--- config.mk ---
export PLATFORM = sky130hd
export DESIGN_NAME = ehb_port
export DESIGN_NICKNAME = d
export VERILOG_FILES = /design/src/hw/ehb_pkg.sv /design/src/hw/ehb_port.sv
export SDC_FILE = /design/constraint.sdc
export NUM_CORES = 1
export LEC_CHECK = 0
export ABC_AREA = 1
export BUFFER_PORTS_ARGS = -buffer_cell sky130_fd_sc_hd__buf_2
export CELL_PAD_IN_SITES_DETAIL_PLACEMENT = 1
export CELL_PAD_IN_SITES_GLOBAL_PLACEMENT = 2
export CORE_ASPECT_RATIO = 1.4
export CORE_MARGIN = 2
export CORE_UTILIZATION = 42
export CTS_BUF_LIST = sky130_fd_sc_hd__clkbuf_4
export DETAILED_ROUTE_END_ITERATION = 8
export GPL_TIMING_DRIVEN = 0
export PLACE_DENSITY_LB_ADDON = 0.05
export SYNTH_ARGS = -nofsm -noshare
export SYNTH_HDL_FRONTEND = slang
export SYNTH_SLANG_ARGS = --single-unit
--- constraint.sdc ---
create_clock -name i_ref_clk -period 3.4 [get_ports i_ref_clk]
set_clock_uncertainty 0.1 [all_clocks]
set_input_delay 0.68 -clock i_ref_clk [delete_from_list [all_inputs] [get_ports i_ref_clk]]
set_output_delay 0.68 -clock i_ref_clk [all_outputs]
set_load 0.1 [all_outputs]
--- src/hw/ehb_pkg.sv ---
package ehb_pkg;
  localparam int EHB_AW = 11;
  localparam int EHB_DW = 8;
  localparam int EHB_FIFO_DEPTH = 16;
  // Local register indices on the CPU side port.
  localparam logic [3:0] EHB_IDX_ENABLE = 4'h0;
  localparam logic [3:0] EHB_IDX_CFG_LO = 4'h1;
  localparam logic [3:0] EHB_IDX_CFG_HI = 4'h2;
  localparam logic [3:0] EHB_IDX_BUF = 4'h3;
  localparam logic [3:0] EHB_IDX_MODE = 4'h4;
  localparam logic [3:0] EHB_IDX_ADDR_LO = 4'h5;
  localparam logic [3:0] EHB_IDX_ADDR_HI = 4'h6;
  localparam logic [3:0] EHB_IDX_END_LO = 4'h7;
  localparam logic [3:0] EHB_IDX_END_HI = 4'h8;
  localparam logic [3:0] EHB_IDX_STATUS = 4'h9;
  // Field positions.
  localparam int EHB_EN_RX = 0;
  localparam int EHB_EN_TX = 1;
  localparam int EHB_EN_MC = 2;
  localparam int EHB_CFG_INT_LSB = 1;
  localparam int EHB_CFG_A1 = 4;
  localparam int EHB_CFG_DRQ_LSB = 0;
  localparam int EHB_CFG_DACK = 2;
  localparam int EHB_CFG_TC = 3;
  localparam int EHB_MODE_RX = 0;
  localparam int EHB_MODE_TX = 1;
  localparam int EHB_MODE_BURST = 2;
  // Pin output selections.
  localparam logic [1:0] EHB_SEL_TX = 2'h0;
  localparam logic [1:0] EHB_SEL_RX = 2'h1;
  localparam logic [1:0] EHB_SEL_MREQ = 2'h2;
  localparam logic [1:0] EHB_DRQ_PORT = 2'h0;
  // Reset values.
  localparam logic [7:0] EHB_RST_BYTE = 8'h00;
  localparam logic [10:0] EHB_RST_ADDR = 11'h000;
  // Buffer to RAM move, and the worst wait while the USB side has the RAM.
  localparam int EHB_XFER_CLKS = 2;
  localparam int EHB_RAM_WAIT_MAX = 2;
  typedef enum logic [1:0] {
    EHB_MC_OFF = 2'h0,
    EHB_MC_RUN = 2'h1,
    EHB_MC_END = 2'h3
  } ehb_mc_type;
  typedef struct packed {
    logic cs_n;
    logic a0;
    logic rd_n;
    logic wr_n;
    logic dack_n;
    logic tc;
    logic a1;
  } ehb_pins_type;
  localparam ehb_pins_type EHB_PINS_IDLE = 7'h5c;
  typedef struct packed {
    logic [10:0] addr;
    logic [7:0] data;
  } ehb_ram_word_type;
endpackage : ehb_pkg

--- src/hw/ehb_port.sv ---
// How it works
// - Channel line high: processor path, raise interrupt.
// - Channel line low: RAM access, address auto-increments.
// - DMA acknowledge low acts as memory-path select.
// - Rising strobe edge launches the RAM transfer.
// - Counter loads only while memory path disabled.
// - Last-byte input on write ends transfer, status 11.
// - Counter keeps its final value after the end.
// - Interrupt pin selects tx, rx or request.
// - DMA request pin is a port after reset.
// - Cycle mode: one request pulse per byte.
// - Burst mode: request held from start to end unless the rx FIFO is full.
// - Each DMA pin individually port or DMA function.
// - Status select pin is a port until enabled.
// - Both paths share one tx and rx byte.
// - Memory path gated by config and path state.
// - Enable bits gate processor-path commands and flags.
// - Interrupt source register is read-only status.
// - Register strobes from address decode and read/write.
// - Buffer to RAM move within two clocks plus waits.
// - Status 00 when disabled, 11 at end.
// - Ready flags clear on buffer access or disable.
// - Status select high returns source register to host.
`timescale 1ns/10ps

module ehb_fifo #(
  parameter int W = 19,
  parameter int D = 16
) (
  input wire logic i_ref_clk,
  input wire logic i_rst_n,
  input wire logic i_in_valid,
  output logic o_in_ready,
  input wire logic [W-1:0] i_in_data,
  output logic o_out_valid,
  input wire logic i_out_ready,
  output logic [W-1:0] o_out_data
);
  localparam int PW = $clog2(D);
  if (D < 2 || (D & (D - 1)) != 0) begin : g_bad_depth
    $error("ehb_fifo depth must be a power of two");
  end
  logic [W-1:0] mem [D];
  logic [PW:0] wr_q;
  logic [PW:0] rd_q;
  wire full = (wr_q[PW] != rd_q[PW]) && (wr_q[PW-1:0] == rd_q[PW-1:0]);
  wire empty = wr_q == rd_q;
  wire push = i_in_valid && !full;
  wire pop = i_out_ready && !empty;
  assign o_in_ready = !full;
  assign o_out_valid = !empty;
  assign o_out_data = mem[rd_q[PW-1:0]];

  always_ff @(posedge i_ref_clk) begin
    if (!i_rst_n) begin
      wr_q <= '0;
      rd_q <= '0;
    end else begin
      wr_q <= wr_q + (PW + 1)'(push);
      rd_q <= rd_q + (PW + 1)'(pop);
    end
  end

  always_ff @(posedge i_ref_clk) begin
    if (push) begin
      mem[wr_q[PW-1:0]] <= i_in_data;
    end
  end
endmodule : ehb_fifo

module ehb_port
  import ehb_pkg::*;
#(
  parameter int FIFO_DEPTH = EHB_FIFO_DEPTH
) (
  input wire logic i_ref_clk,
  input wire logic i_rst_n,
  input wire logic i_host_select_n,
  input wire logic i_channel_select_line,
  input wire logic i_host_read_n,
  input wire logic i_host_write_n,
  input wire logic i_dma_acknowledge_n,
  input wire logic i_transfer_last_byte_in,
  input wire logic i_status_read_select,
  input wire logic [7:0] i_host_data_bus,
  output logic [7:0] o_host_data_bus,
  output logic o_host_data_oe_n,
  output logic o_host_interrupt_out,
  output logic o_dma_request_out,
  input wire logic i_cpu_sel,
  input wire logic i_cpu_rd,
  input wire logic i_cpu_wr,
  input wire logic [3:0] i_cpu_addr,
  input wire logic [7:0] i_cpu_wdata,
  output logic [7:0] o_cpu_rdata,
  output logic o_cpu_irq,
  output logic o_ram_req,
  output logic o_ram_we,
  output logic [10:0] o_ram_addr,
  output logic [7:0] o_ram_wdata,
  input wire logic i_ram_grant,
  input wire logic [7:0] i_ram_rdata
);
  if (FIFO_DEPTH < 2) begin : g_bad_fifo
    $error("ehb_port needs a FIFO of at least two words");
  end

  function automatic logic wstb(input logic [3:0] idx, input logic sel,
                                input logic wr, input logic [3:0] a);
    return sel && wr && (a == idx);
  endfunction : wstb

  function automatic logic pick(input logic [1:0] s, input logic tx,
                                input logic rx, input logic rq);
    return (s == EHB_SEL_TX) ? tx : (s == EHB_SEL_RX) ? rx :
           (s == EHB_SEL_MREQ) ? rq : 1'b0;
  endfunction : pick

  ehb_pins_type pins_m_q;
  ehb_pins_type pins_s_q;
  ehb_pins_type pins_p_q;
  logic [7:0] dat_m_q;
  logic [7:0] dat_s_q;
  logic [7:0] dat_p_q;
  logic [2:0] enable_q;
  logic [7:0] cfg_lo_q;
  logic [7:0] cfg_hi_q;
  logic [7:0] mode_q;
  logic [10:0] addr_q;
  logic [10:0] end_q;
  ehb_mc_type mc_q;
  logic rx_rdy_q;
  logic tx_rdy_q;
  logic mtx_full_q;
  logic [7:0] rx_buf_q;
  logic [7:0] tx_buf_q;
  logic mreq_q;
  logic [7:0] rdata_d;
  logic fifo_in_ready;
  logic fifo_out_valid;
  ehb_ram_word_type fifo_out;

  wire ehb_pins_type pins_raw = '{cs_n: i_host_select_n,
    a0: i_channel_select_line, rd_n: i_host_read_n, wr_n: i_host_write_n,
    dack_n: i_dma_acknowledge_n, tc: i_transfer_last_byte_in,
    a1: i_status_read_select};

  // Strobe edges come from the second and third stages only.
  wire rd_rise = !pins_p_q.rd_n && pins_s_q.rd_n;
  wire wr_rise = !pins_p_q.wr_n && pins_s_q.wr_n;
  wire rx_en = enable_q[EHB_EN_RX];
  wire tx_en = enable_q[EHB_EN_TX];
  wire mc_en = enable_q[EHB_EN_MC];
  wire dack_fn = cfg_hi_q[EHB_CFG_DACK];
  wire tc_on = cfg_hi_q[EHB_CFG_TC] && pins_p_q.tc;
  wire a1_fn = cfg_lo_q[EHB_CFG_A1];
  wire [1:0] int_sel = cfg_lo_q[EHB_CFG_INT_LSB+:2];
  wire [1:0] drq_sel = cfg_hi_q[EHB_CFG_DRQ_LSB+:2];
  wire burst = mode_q[EHB_MODE_BURST];
  wire running = mc_q == EHB_MC_RUN;

  // The host must keep the channel line low under acknowledge.
  wire cch_sel = !pins_p_q.cs_n && pins_p_q.a0;
  wire mch_sel = mc_en && ((!pins_p_q.cs_n && !pins_p_q.a0) ||
                 (dack_fn && !pins_p_q.dack_n));
  wire cch_wr = wr_rise && cch_sel && rx_en;
  wire cch_rd = rd_rise && cch_sel && tx_en;
  wire mem_path_rx_allowed = running && mode_q[EHB_MODE_RX] &&
                             fifo_in_ready;
  wire mem_path_tx_allowed = running && mode_q[EHB_MODE_TX] &&
                             mtx_full_q;
  wire mch_wr = wr_rise && mch_sel && mem_path_rx_allowed;
  wire mch_rd = rd_rise && mch_sel && mem_path_tx_allowed;
  wire mch_step = mch_wr || mch_rd;
  wire mem_path_final_cmd = (mch_wr && tc_on) ||
                            (mch_step && addr_q == end_q);
  wire mem_path_tx_buffer_ctl = mc_en && mode_q[EHB_MODE_TX];
  wire fetch_want = running && mode_q[EHB_MODE_TX] && !mtx_full_q;
  wire fetch_done = fetch_want && !fifo_out_valid && i_ram_grant;
  wire rd_buf = i_cpu_sel && i_cpu_rd && i_cpu_addr == EHB_IDX_BUF;
  wire wr_buf = wstb(EHB_IDX_BUF, i_cpu_sel, i_cpu_wr, i_cpu_addr);
  wire host_busy = !pins_s_q.rd_n || !pins_s_q.wr_n;
  wire mreq_d = burst ? (running && !(mode_q[EHB_MODE_RX] &&
                !fifo_in_ready))
              : ((mem_path_rx_allowed || mem_path_tx_allowed) &&
                !host_busy);
  wire [7:0] status = {4'h0, mc_q, tx_rdy_q, rx_rdy_q};
  wire stat_sel = a1_fn && pins_s_q.a1;
  wire drive = !pins_s_q.rd_n && (!pins_s_q.cs_n ||
               (dack_fn && !pins_s_q.dack_n));

  assign o_ram_req = fifo_out_valid || fetch_want;
  assign o_ram_we = fifo_out_valid;
  assign o_ram_addr = fifo_out_valid ? fifo_out.addr : addr_q;
  assign o_ram_wdata = fifo_out.data;

  ehb_fifo #(
    .W($bits(ehb_ram_word_type)),
    .D(FIFO_DEPTH)
  ) u_fifo (
    .i_ref_clk(i_ref_clk),
    .i_rst_n(i_rst_n),
    .i_in_valid(mch_wr),
    .o_in_ready(fifo_in_ready),
    .i_in_data({addr_q, dat_p_q}),
    .o_out_valid(fifo_out_valid),
    .i_out_ready(i_ram_grant),
    .o_out_data(fifo_out)
  );

  always_comb begin
    case (i_cpu_addr)
      EHB_IDX_ENABLE: rdata_d = {5'h00, enable_q};
      EHB_IDX_CFG_LO: rdata_d = cfg_lo_q;
      EHB_IDX_CFG_HI: rdata_d = cfg_hi_q;
      EHB_IDX_BUF: rdata_d = rx_buf_q;
      EHB_IDX_MODE: rdata_d = mode_q;
      EHB_IDX_ADDR_LO: rdata_d = addr_q[7:0];
      EHB_IDX_ADDR_HI: rdata_d = {5'h00, addr_q[10:8]};
      EHB_IDX_END_LO: rdata_d = end_q[7:0];
      EHB_IDX_END_HI: rdata_d = {5'h00, end_q[10:8]};
      EHB_IDX_STATUS: rdata_d = status;
      default: rdata_d = EHB_RST_BYTE;
    endcase
  end

  always_ff @(posedge i_ref_clk) begin
    if (!i_rst_n) begin
      pins_m_q <= EHB_PINS_IDLE;
      pins_s_q <= EHB_PINS_IDLE;
      pins_p_q <= EHB_PINS_IDLE;
      dat_m_q <= EHB_RST_BYTE;
      dat_s_q <= EHB_RST_BYTE;
      dat_p_q <= EHB_RST_BYTE;
    end else begin
      pins_m_q <= pins_raw;
      pins_s_q <= pins_m_q;
      pins_p_q <= pins_s_q;
      dat_m_q <= i_host_data_bus;
      dat_s_q <= dat_m_q;
      dat_p_q <= dat_s_q;
    end
  end

  // Pin functions come out of reset as ports, except the interrupt pin, which selects tx ready.
  always_ff @(posedge i_ref_clk) begin
    if (!i_rst_n) begin
      enable_q <= 3'h0;
      cfg_lo_q <= EHB_RST_BYTE;
      cfg_hi_q <= EHB_RST_BYTE;
      mode_q <= EHB_RST_BYTE;
      end_q <= EHB_RST_ADDR;
    end else begin
      if (wstb(EHB_IDX_ENABLE, i_cpu_sel, i_cpu_wr, i_cpu_addr))
        enable_q <= i_cpu_wdata[2:0];
      if (wstb(EHB_IDX_CFG_LO, i_cpu_sel, i_cpu_wr, i_cpu_addr))
        cfg_lo_q <= i_cpu_wdata;
      if (wstb(EHB_IDX_CFG_HI, i_cpu_sel, i_cpu_wr, i_cpu_addr))
        cfg_hi_q <= i_cpu_wdata;
      if (wstb(EHB_IDX_MODE, i_cpu_sel, i_cpu_wr, i_cpu_addr))
        mode_q <= i_cpu_wdata;
      if (wstb(EHB_IDX_END_LO, i_cpu_sel, i_cpu_wr, i_cpu_addr))
        end_q[7:0] <= i_cpu_wdata;
      if (wstb(EHB_IDX_END_HI, i_cpu_sel, i_cpu_wr, i_cpu_addr))
        end_q[10:8] <= i_cpu_wdata[2:0];
    end
  end

  // The counter is left at its last value when the transfer ends.
  always_ff @(posedge i_ref_clk) begin
    if (!i_rst_n) begin
      addr_q <= EHB_RST_ADDR;
    end else if (mch_step) begin
      addr_q <= addr_q + 11'h001;
    end else if (!mc_en) begin
      if (wstb(EHB_IDX_ADDR_LO, i_cpu_sel, i_cpu_wr, i_cpu_addr))
        addr_q[7:0] <= i_cpu_wdata;
      if (wstb(EHB_IDX_ADDR_HI, i_cpu_sel, i_cpu_wr, i_cpu_addr))
        addr_q[10:8] <= i_cpu_wdata[2:0];
    end
  end

  always_ff @(posedge i_ref_clk) begin
    if (!i_rst_n) begin
      mc_q <= EHB_MC_OFF;
    end else begin
      case (mc_q)
        EHB_MC_OFF: mc_q <= mc_en ? EHB_MC_RUN : EHB_MC_OFF;
        EHB_MC_RUN: begin
          if (!mc_en) mc_q <= EHB_MC_OFF;
          else if (mem_path_final_cmd) mc_q <= EHB_MC_END;
        end
        EHB_MC_END: if (!mc_en) mc_q <= EHB_MC_OFF;
        default: mc_q <= EHB_MC_OFF;
      endcase
    end
  end

  // A host access beats a software clear in the same cycle.
  always_ff @(posedge i_ref_clk) begin
    if (!i_rst_n) begin
      rx_rdy_q <= 1'b0;
      tx_rdy_q <= 1'b0;
      mtx_full_q <= 1'b0;
    end else begin
      if (cch_wr) rx_rdy_q <= 1'b1;
      else if (!rx_en || rd_buf) rx_rdy_q <= 1'b0;
      if (cch_rd) tx_rdy_q <= 1'b1;
      else if (!tx_en || wr_buf) tx_rdy_q <= 1'b0;
      if (fetch_done) mtx_full_q <= 1'b1;
      else if (mch_rd || !running) mtx_full_q <= 1'b0;
    end
  end

  // One byte each way, shared by both paths.
  always_ff @(posedge i_ref_clk) begin
    if (!i_rst_n) begin
      rx_buf_q <= EHB_RST_BYTE;
      tx_buf_q <= EHB_RST_BYTE;
    end else begin
      if (cch_wr || mch_wr) rx_buf_q <= dat_p_q;
      if (fetch_done) tx_buf_q <= i_ram_rdata;
      else if (wr_buf && !mem_path_tx_buffer_ctl)
        tx_buf_q <= i_cpu_wdata;
    end
  end

  always_ff @(posedge i_ref_clk) begin
    if (!i_rst_n) begin
      mreq_q <= 1'b0;
      o_host_interrupt_out <= 1'b0;
      o_dma_request_out <= 1'b0;
      o_cpu_irq <= 1'b0;
      o_cpu_rdata <= EHB_RST_BYTE;
      o_host_data_bus <= EHB_RST_BYTE;
      o_host_data_oe_n <= 1'b1;
    end else begin
      mreq_q <= mreq_d;
      o_host_interrupt_out <= pick(int_sel, tx_rdy_q, rx_rdy_q,
                                   mreq_q);
      o_dma_request_out <= (drq_sel == EHB_DRQ_PORT) ? 1'b0 :
        pick(drq_sel, 1'b0, rx_rdy_q, mreq_q);
      o_cpu_irq <= cch_wr || cch_rd ||
                   (running && mem_path_final_cmd);
      o_cpu_rdata <= (i_cpu_sel && i_cpu_rd) ? rdata_d
                     : EHB_RST_BYTE;
      o_host_data_bus <= stat_sel ? status : tx_buf_q;
      o_host_data_oe_n <= !drive;
    end
  end
endmodule : ehb_port

-- Word level (Yosys, flattened, before mapping)
Memory sizes are Yosys's and may differ from the RTL's. A register that Yosys moved wholly into a read port is not among the register bits.
Index checks and enable logic that the tools add are counted.
- memory bits (writable): 304
- register bits: 145
- bits of input ports: 41
- output and inout port bits: 41
- memories kept: 1
- word-level logic and storage cells: 199
- memory list (name ; words ; width ; read ports ; clocked after Yosys merged registers in ; wr ports ; line ; RTL):
    u_fifo.mem ; 16 ; 19 ; 1 ; 1 ; 1 ; ehb_port.sv:43 ; logic [W-1:0] mem [D];
- bitwise operators: 1
- reduce and logical (&&, ||, !) cells: 96
- equality and inequality tests: 22
- add/subtract/negate cells: 3
- mux-type cells: 29
- operators by type and width (cell ; number):
    $pmux 8 s10 ; 1
    $logic_and 1x1->1 ; 48
    $mux 11 ; 3
    $mux 8 ; 3
    $logic_not 1->1 ; 19
    $eq 4x3->1 const B ; 4
    $mux 1 ; 15
    $logic_or 1x1->1 ; 13
    $reduce_bool 2->1 ; 6
    $add 11x1->11 const B ; 1
    $eq 11x11->1 ; 1
    $add 5x1->5 ; 2
    $eq 4x2->1 const B ; 2
    $eq 4x4->1 const B ; 2
    $mux 4 ; 2
    $reduce_and 2->1 ; 4
    $eq 2x1->1 const B ; 3
    $eq 2x2->1 const B ; 3
    $logic_not 2->1 ; 3
    $mux 2 ; 3
    $pmux 2 s3 ; 1
    $eq 5x5->1 ; 1
    $eq 4x1->1 const B ; 1
    $eq 4x4->1 ; 1
    other kinds (8) ; 9

-- Logic depth before layout (Yosys ltp)
- depth in word-level cells: 12
- gate-level depth with buffers: 16
- depth with buffers taken out: 14

-- Cells and area by module
From an unflattened synthesis, not the netlist that was laid out.
- cell total of the unflattened synthesis: 2201
- area total of the unflattened synthesis: 19653.8 µm²
- modules (own cells, without submodules) (module ; area an instance (µm²) ; instances ; seq. area each (µm²) ; cells each):
    ehb_fifo ; 13885.8 ; 1 ; 9328.9 ; 1417
    ehb_port ; 5768.0 ; 1 ; 2702.6 ; 784

-- Least setup slack after synthesis
No wires, ideal clock.
- path kind: flip-flop to output port
- from: reg u_fifo.rd_q[0]
- to: out o_ram_addr[2]
- setup slack: -229 ps
- buffers on the path: 2
- required time: 2620 ps
- arrival: 2849 ps
- cell stages (with the launch flop): 13
- cell sequence: dfxtp_1 -> buf_4 -> inv_2 -> nand2_1 -> nand2_1 -> nor2_2 -> nand2_1 -> nor2_2 -> inv_2 -> buf_6 -> nand3_1 -> nor2_1 -> a21oi_1
- cells in the longest elaborated chain, start to end: 2
- RTL lines (item ; line ; RTL):
    start, declared ; ehb_port.sv:45 ; logic [PW:0] rd_q;
    start signal, assigned ; ehb_port.sv:60 ; rd_q <= rd_q + (PW + 1)'(pop);
    $eq 5x5->1 ; ehb_port.sv:47 ; wire empty = wr_q == rd_q;
    $mux 11 ; ehb_port.sv:194 ; assign o_ram_addr = fifo_out_valid ? fifo_out.addr : addr_q;
    end, declared ; ehb_port.sv:99 ; output logic [10:0] o_ram_addr,
Every way passes these cells.

-- Worst setup path after layout
- from: reg u_fifo.rd_q[0]
- to: out o_ram_addr[9]
Same word-level chain as after synthesis.

==> flow_summary.json <==
{
  "run_status": "finished, violations left",
  "failed_checks": "setup timing",
  "yosysWarnings": 0,
  "finalNetCount": 1982,
  "minimum_period_implied_by_the_final_worst_setup_slack_ps": 3450,
  "intPower_uw": 8110,
  "vias": 13826,
  "hold-worst-slack_ps": 83.1,
  "grt_pass1_vias": 14968,
  "max_clock_freq_mhz": 290,
  "placement.io_buffers": 78,
  "power-per-cell-area_nw_per_um2": 469,
  "critPathKind": "register to primary output",
  "hpwlAfterDp_um": 41000,
  "post-route-worst-setup-slack_ps": -53.9,
  "cts_root_buf": "sky130_fd_sc_hd__clkbuf_4",
  "place_congestion": 0.923,
  "initial_utilization_pct": 42.5,
  "tritoncts": "built",
  "globalRouteMet1Util_pct": 29.3,
  "reg2reg_setup_slack_ps": 380,
  "antenna_left": 0,
  "synth_nets": 1740,
  "synth_seq_cells": 449,
  "die-area_um2": 44300,
  "clock_transition_at_the_registers_of_the_reported_paths_ps": 70,
  "clock_sink_count": 449,
  "remaining_drc_errors": 0,
  "static-leakage-power_uw": 0.00850,
  "post_synth.cell_area_avg_um2": 10.6,
  "synth_cell_types": 43,
  "worst_ep_arrival_time_ps": 2670,
  "pwr-share-seq_pct": 55.9,
  "maxcap_violations": 0,
  "cts_inserted_buffers": 108,
  "num_ports": 82,
  "setup_repair_after_global_routing_missed_its_margin": "yes",
  "route.detailed.wl_per_inst_um": 23.1,
  "combinationalPowerShare_pct": 1.9,
  "totalWireLength_um": 59200,
  "worstHoldPathType": "input pin to register",
  "global_route_wire_length_before_repair_um": 87900,
  "finalCritPeriodShare_pct": 102,
  "slew-limit-headroom_pct": 35.2,
  "core.rowCount": 89,
  "floorplan.die.width_um": 178,
  "fin_tns_setup_ps": -138,
  "peakVddDrop_uv": 305,
  "grt.total_usage_pct": 27.0,
  "worst_setup_path_start_kind": "register",
  "clock_insertion_delay_worst_skew_ps": 830,
  "met2_usage_pct": 50.7,
  "syn_to_final_growth_pct": 24.3,
  "fill_cells": 4570,
  "crit_path_end_kind": "primary output",
  "maxSlewViolCount": 0,
  "post_route_cells_drive_above_1_share_pct": 24.7,
  "maximum_number_of_pins_on_one_net_before_global_route_repair": 23,
  "power.switching_uw": 2320,
  "path_max_fanout": 7,
  "worstMarginPinSlew_ps": 971,
  "mappedNetlistArea_um2": 17900,
  "floorplan.core_area_um2": 42100,
  "worstPathRequired_ps": 2620,
  "cts_max_level": 3,
  "power.total_uw": 10400,
  "number_of_drc_violations_after_detailed_routing_iteration_0": 667,
  "switching_portion_of_total_power_pct": 22.2,
  "synthesis.instances": 1694,
  "route.detailed.vias_per_inst": 5.40,
  "clockPowerShare_pct": 42.2,
  "final-setup-viol-count": 6,
  "first_pass_iters": 5,
  "ys_seq_area_share_pct": 67.2,
  "most_used_routing_layer": "met2",
  "cts_buffer_depth": 3,
  "globalRouteOverflowTotal": 0,
  "die_h_um": 248,
  "grt_antenna_before_repair": 3,
  "timing.final.hold_violations": 0,
  "grt_util_met3_pct": 4.40
}
[cells in the mapped netlist, drive strengths merged]
library cell | instances | area (µm²)
o2111ai | 2 | 17.5
inv | 136 | 510
dfxtp | 145 | 2900
a21oi | 69 | 360
nand3 | 66 | 348
a31oi | 3 | 18.8
o22ai | 82 | 513
a211oi | 1 | 7.51
edfxtp | 304 | 9130
a311oi | 1 | 8.76
xor2 | 15 | 131
nor3 | 9 | 56.3
o21ai | 237 | 1190
o221ai | 10 | 87.6
nand2 | 202 | 773
a22oi | 1 | 7.51
o211ai | 9 | 67.6
or2 | 12 | 75.1
a21boi | 1 | 7.51
buf | 29 | 159
ha | 5 | 62.6
nand4 | 19 | 125
xnor2 | 6 | 52.6
clkbuf | 60 | 226
nor2 | 270 | 1060
[cells in the final DEF (no fill, tap or decap), types with 52 or more instances in the layout]
cell type	instances
sky130_fd_sc_hd__clkbuf_4	166
sky130_fd_sc_hd__a21oi_1	54
sky130_fd_sc_hd__inv_1	120
sky130_fd_sc_hd__nand2_1	193
sky130_fd_sc_hd__dfxtp_1	138
sky130_fd_sc_hd__nor2_1	212
sky130_fd_sc_hd__nand3_1	52
sky130_fd_sc_hd__o22ai_1	68
sky130_fd_sc_hd__o21ai_0	191
sky130_fd_sc_hd__edfxtp_1	304
sky130_fd_sc_hd__buf_2	66
[registers in the layout, indices dropped and copies added (netlist names), 2 cells and up]
signal           count
u_fifo.rd_q          5
dat_s_q              8
o_host_data_bus      8
pins_s_q             7
cfg_lo_q             8
pins_m_q             7
mode_q               8
cfg_hi_q             8
end_q               11
enable_q             3
mc_q                 2
u_fifo.mem         304
tx_buf_q             8
dat_m_q              8
rx_buf_q             8
dat_p_q              8
o_cpu_rdata          8
u_fifo.wr_q          5
addr_q              11
pins_p_q             6
[stage by stage]
step	cells	instance area (µm²)	util [%]	setup slack [ps]
global placement	2318	19000	45.2	-392
CTS	2554	21700	51.7	-136
finish	2560	22200	52.8	-53.9
detailed placement	2334	19300	45.8	-405
floorplan	1694	17900	-	375
global route	2560	22200	52.8	-170
[power groups by stage]
stage / registers (µW) / logic, µW / clock network (µW)
floorplan: 5940 / 92.6 / 0
global placement: 5950 / 175 / 0
detailed placement: 5950 / 178 / 0
CTS: 5830 / 201 / 4490
global route: 5830 / 221 / 4760
finish: 5830 / 201 / 4400
[worst paths after layout]
kind,start,cells after the start,end
min reg2reg,dat_s_q[3]$_SDFF_PN0_,2,dat_p_q[3]$_SDFF_PN0_
max reg2reg,u_fifo.rd_q[1]$_SDFF_PN0_,11,u_fifo.mem[7][17]$_DFFE_PP_
min,i_cpu_wdata[7],3,mode_q[7]$_SDFFE_PN0P_
max,u_fifo.rd_q[0]$_SDFF_PN0_,11,o_ram_addr[9]
[layout make-up]
class | count | area (µm²) | share of cell area, %
Antenna cell | 2 | 5.00 | 0.0225
Buffer | 87 | 778 | 3.50
Clock buffer | 156 | 1170 | 5.27
Clock inverter | 30 | 174 | 0.782
Inverter | 136 | 533 | 2.40
Multi-Input combinational cell | 1020 | 5440 | 24.4
Sequential cell | 449 | 12000 | 54.2
Tap cell | 546 | 683 | 3.07
Timing Repair Buffer | 133 | 1400 | 6.30
Timing Repair inverter | 1 | 11.3 | 0.0506
[critical path, cell delays in order (launching register included)]
cell                      delay, ps
sky130_fd_sc_hd__dfxtp_4        370
sky130_fd_sc_hd__buf_12         160
sky130_fd_sc_hd__inv_12          80
sky130_fd_sc_hd__buf_12         150
sky130_fd_sc_hd__buf_12         130
sky130_fd_sc_hd__nor2_2          40
sky130_fd_sc_hd__o22ai_2        200
sky130_fd_sc_hd__nor2_2          80
sky130_fd_sc_hd__nor2_4         160
sky130_fd_sc_hd__nor2_2          80
sky130_fd_sc_hd__a21oi_4        190
sky130_fd_sc_hd__buf_12         200
[logic make-up (layout without fill, tap and decap cells)]
family | after synthesis | count (layout) | synth area share [%]
xor gates and xnor gates | 21 | 21 | 1.03
adders and majority gates | 5 | 5 | 0.350
DFF | 449 | 449 | 67.2
AOI/OAI and AO/OA | 416 | 416 | 12.8
buffers and inverters | 225 | 543 | 5.01
other | 0 | 2 | 0
and+or+nand+nor | 578 | 578 | 13.6
[layer usage]
layer	vias up	wire (µm)	part of all wire [%]
met3	125	2540	4.3
met5	-	0	0
met2	398	31800	54
met1	6863	22400	38
li1	6440	-	-
met4	0	2450	4.1
[what timing repair did]
action,in CTS,in global routing
pin swaps,26,47
resized for setup,252,123
endpoints found under the hold margin,23,0
endpoints found under the setup margin,21,21
hold buffers,23,0
cloned,4,4
buffers inserted,7,3
(Power assumes the default switching activity.)
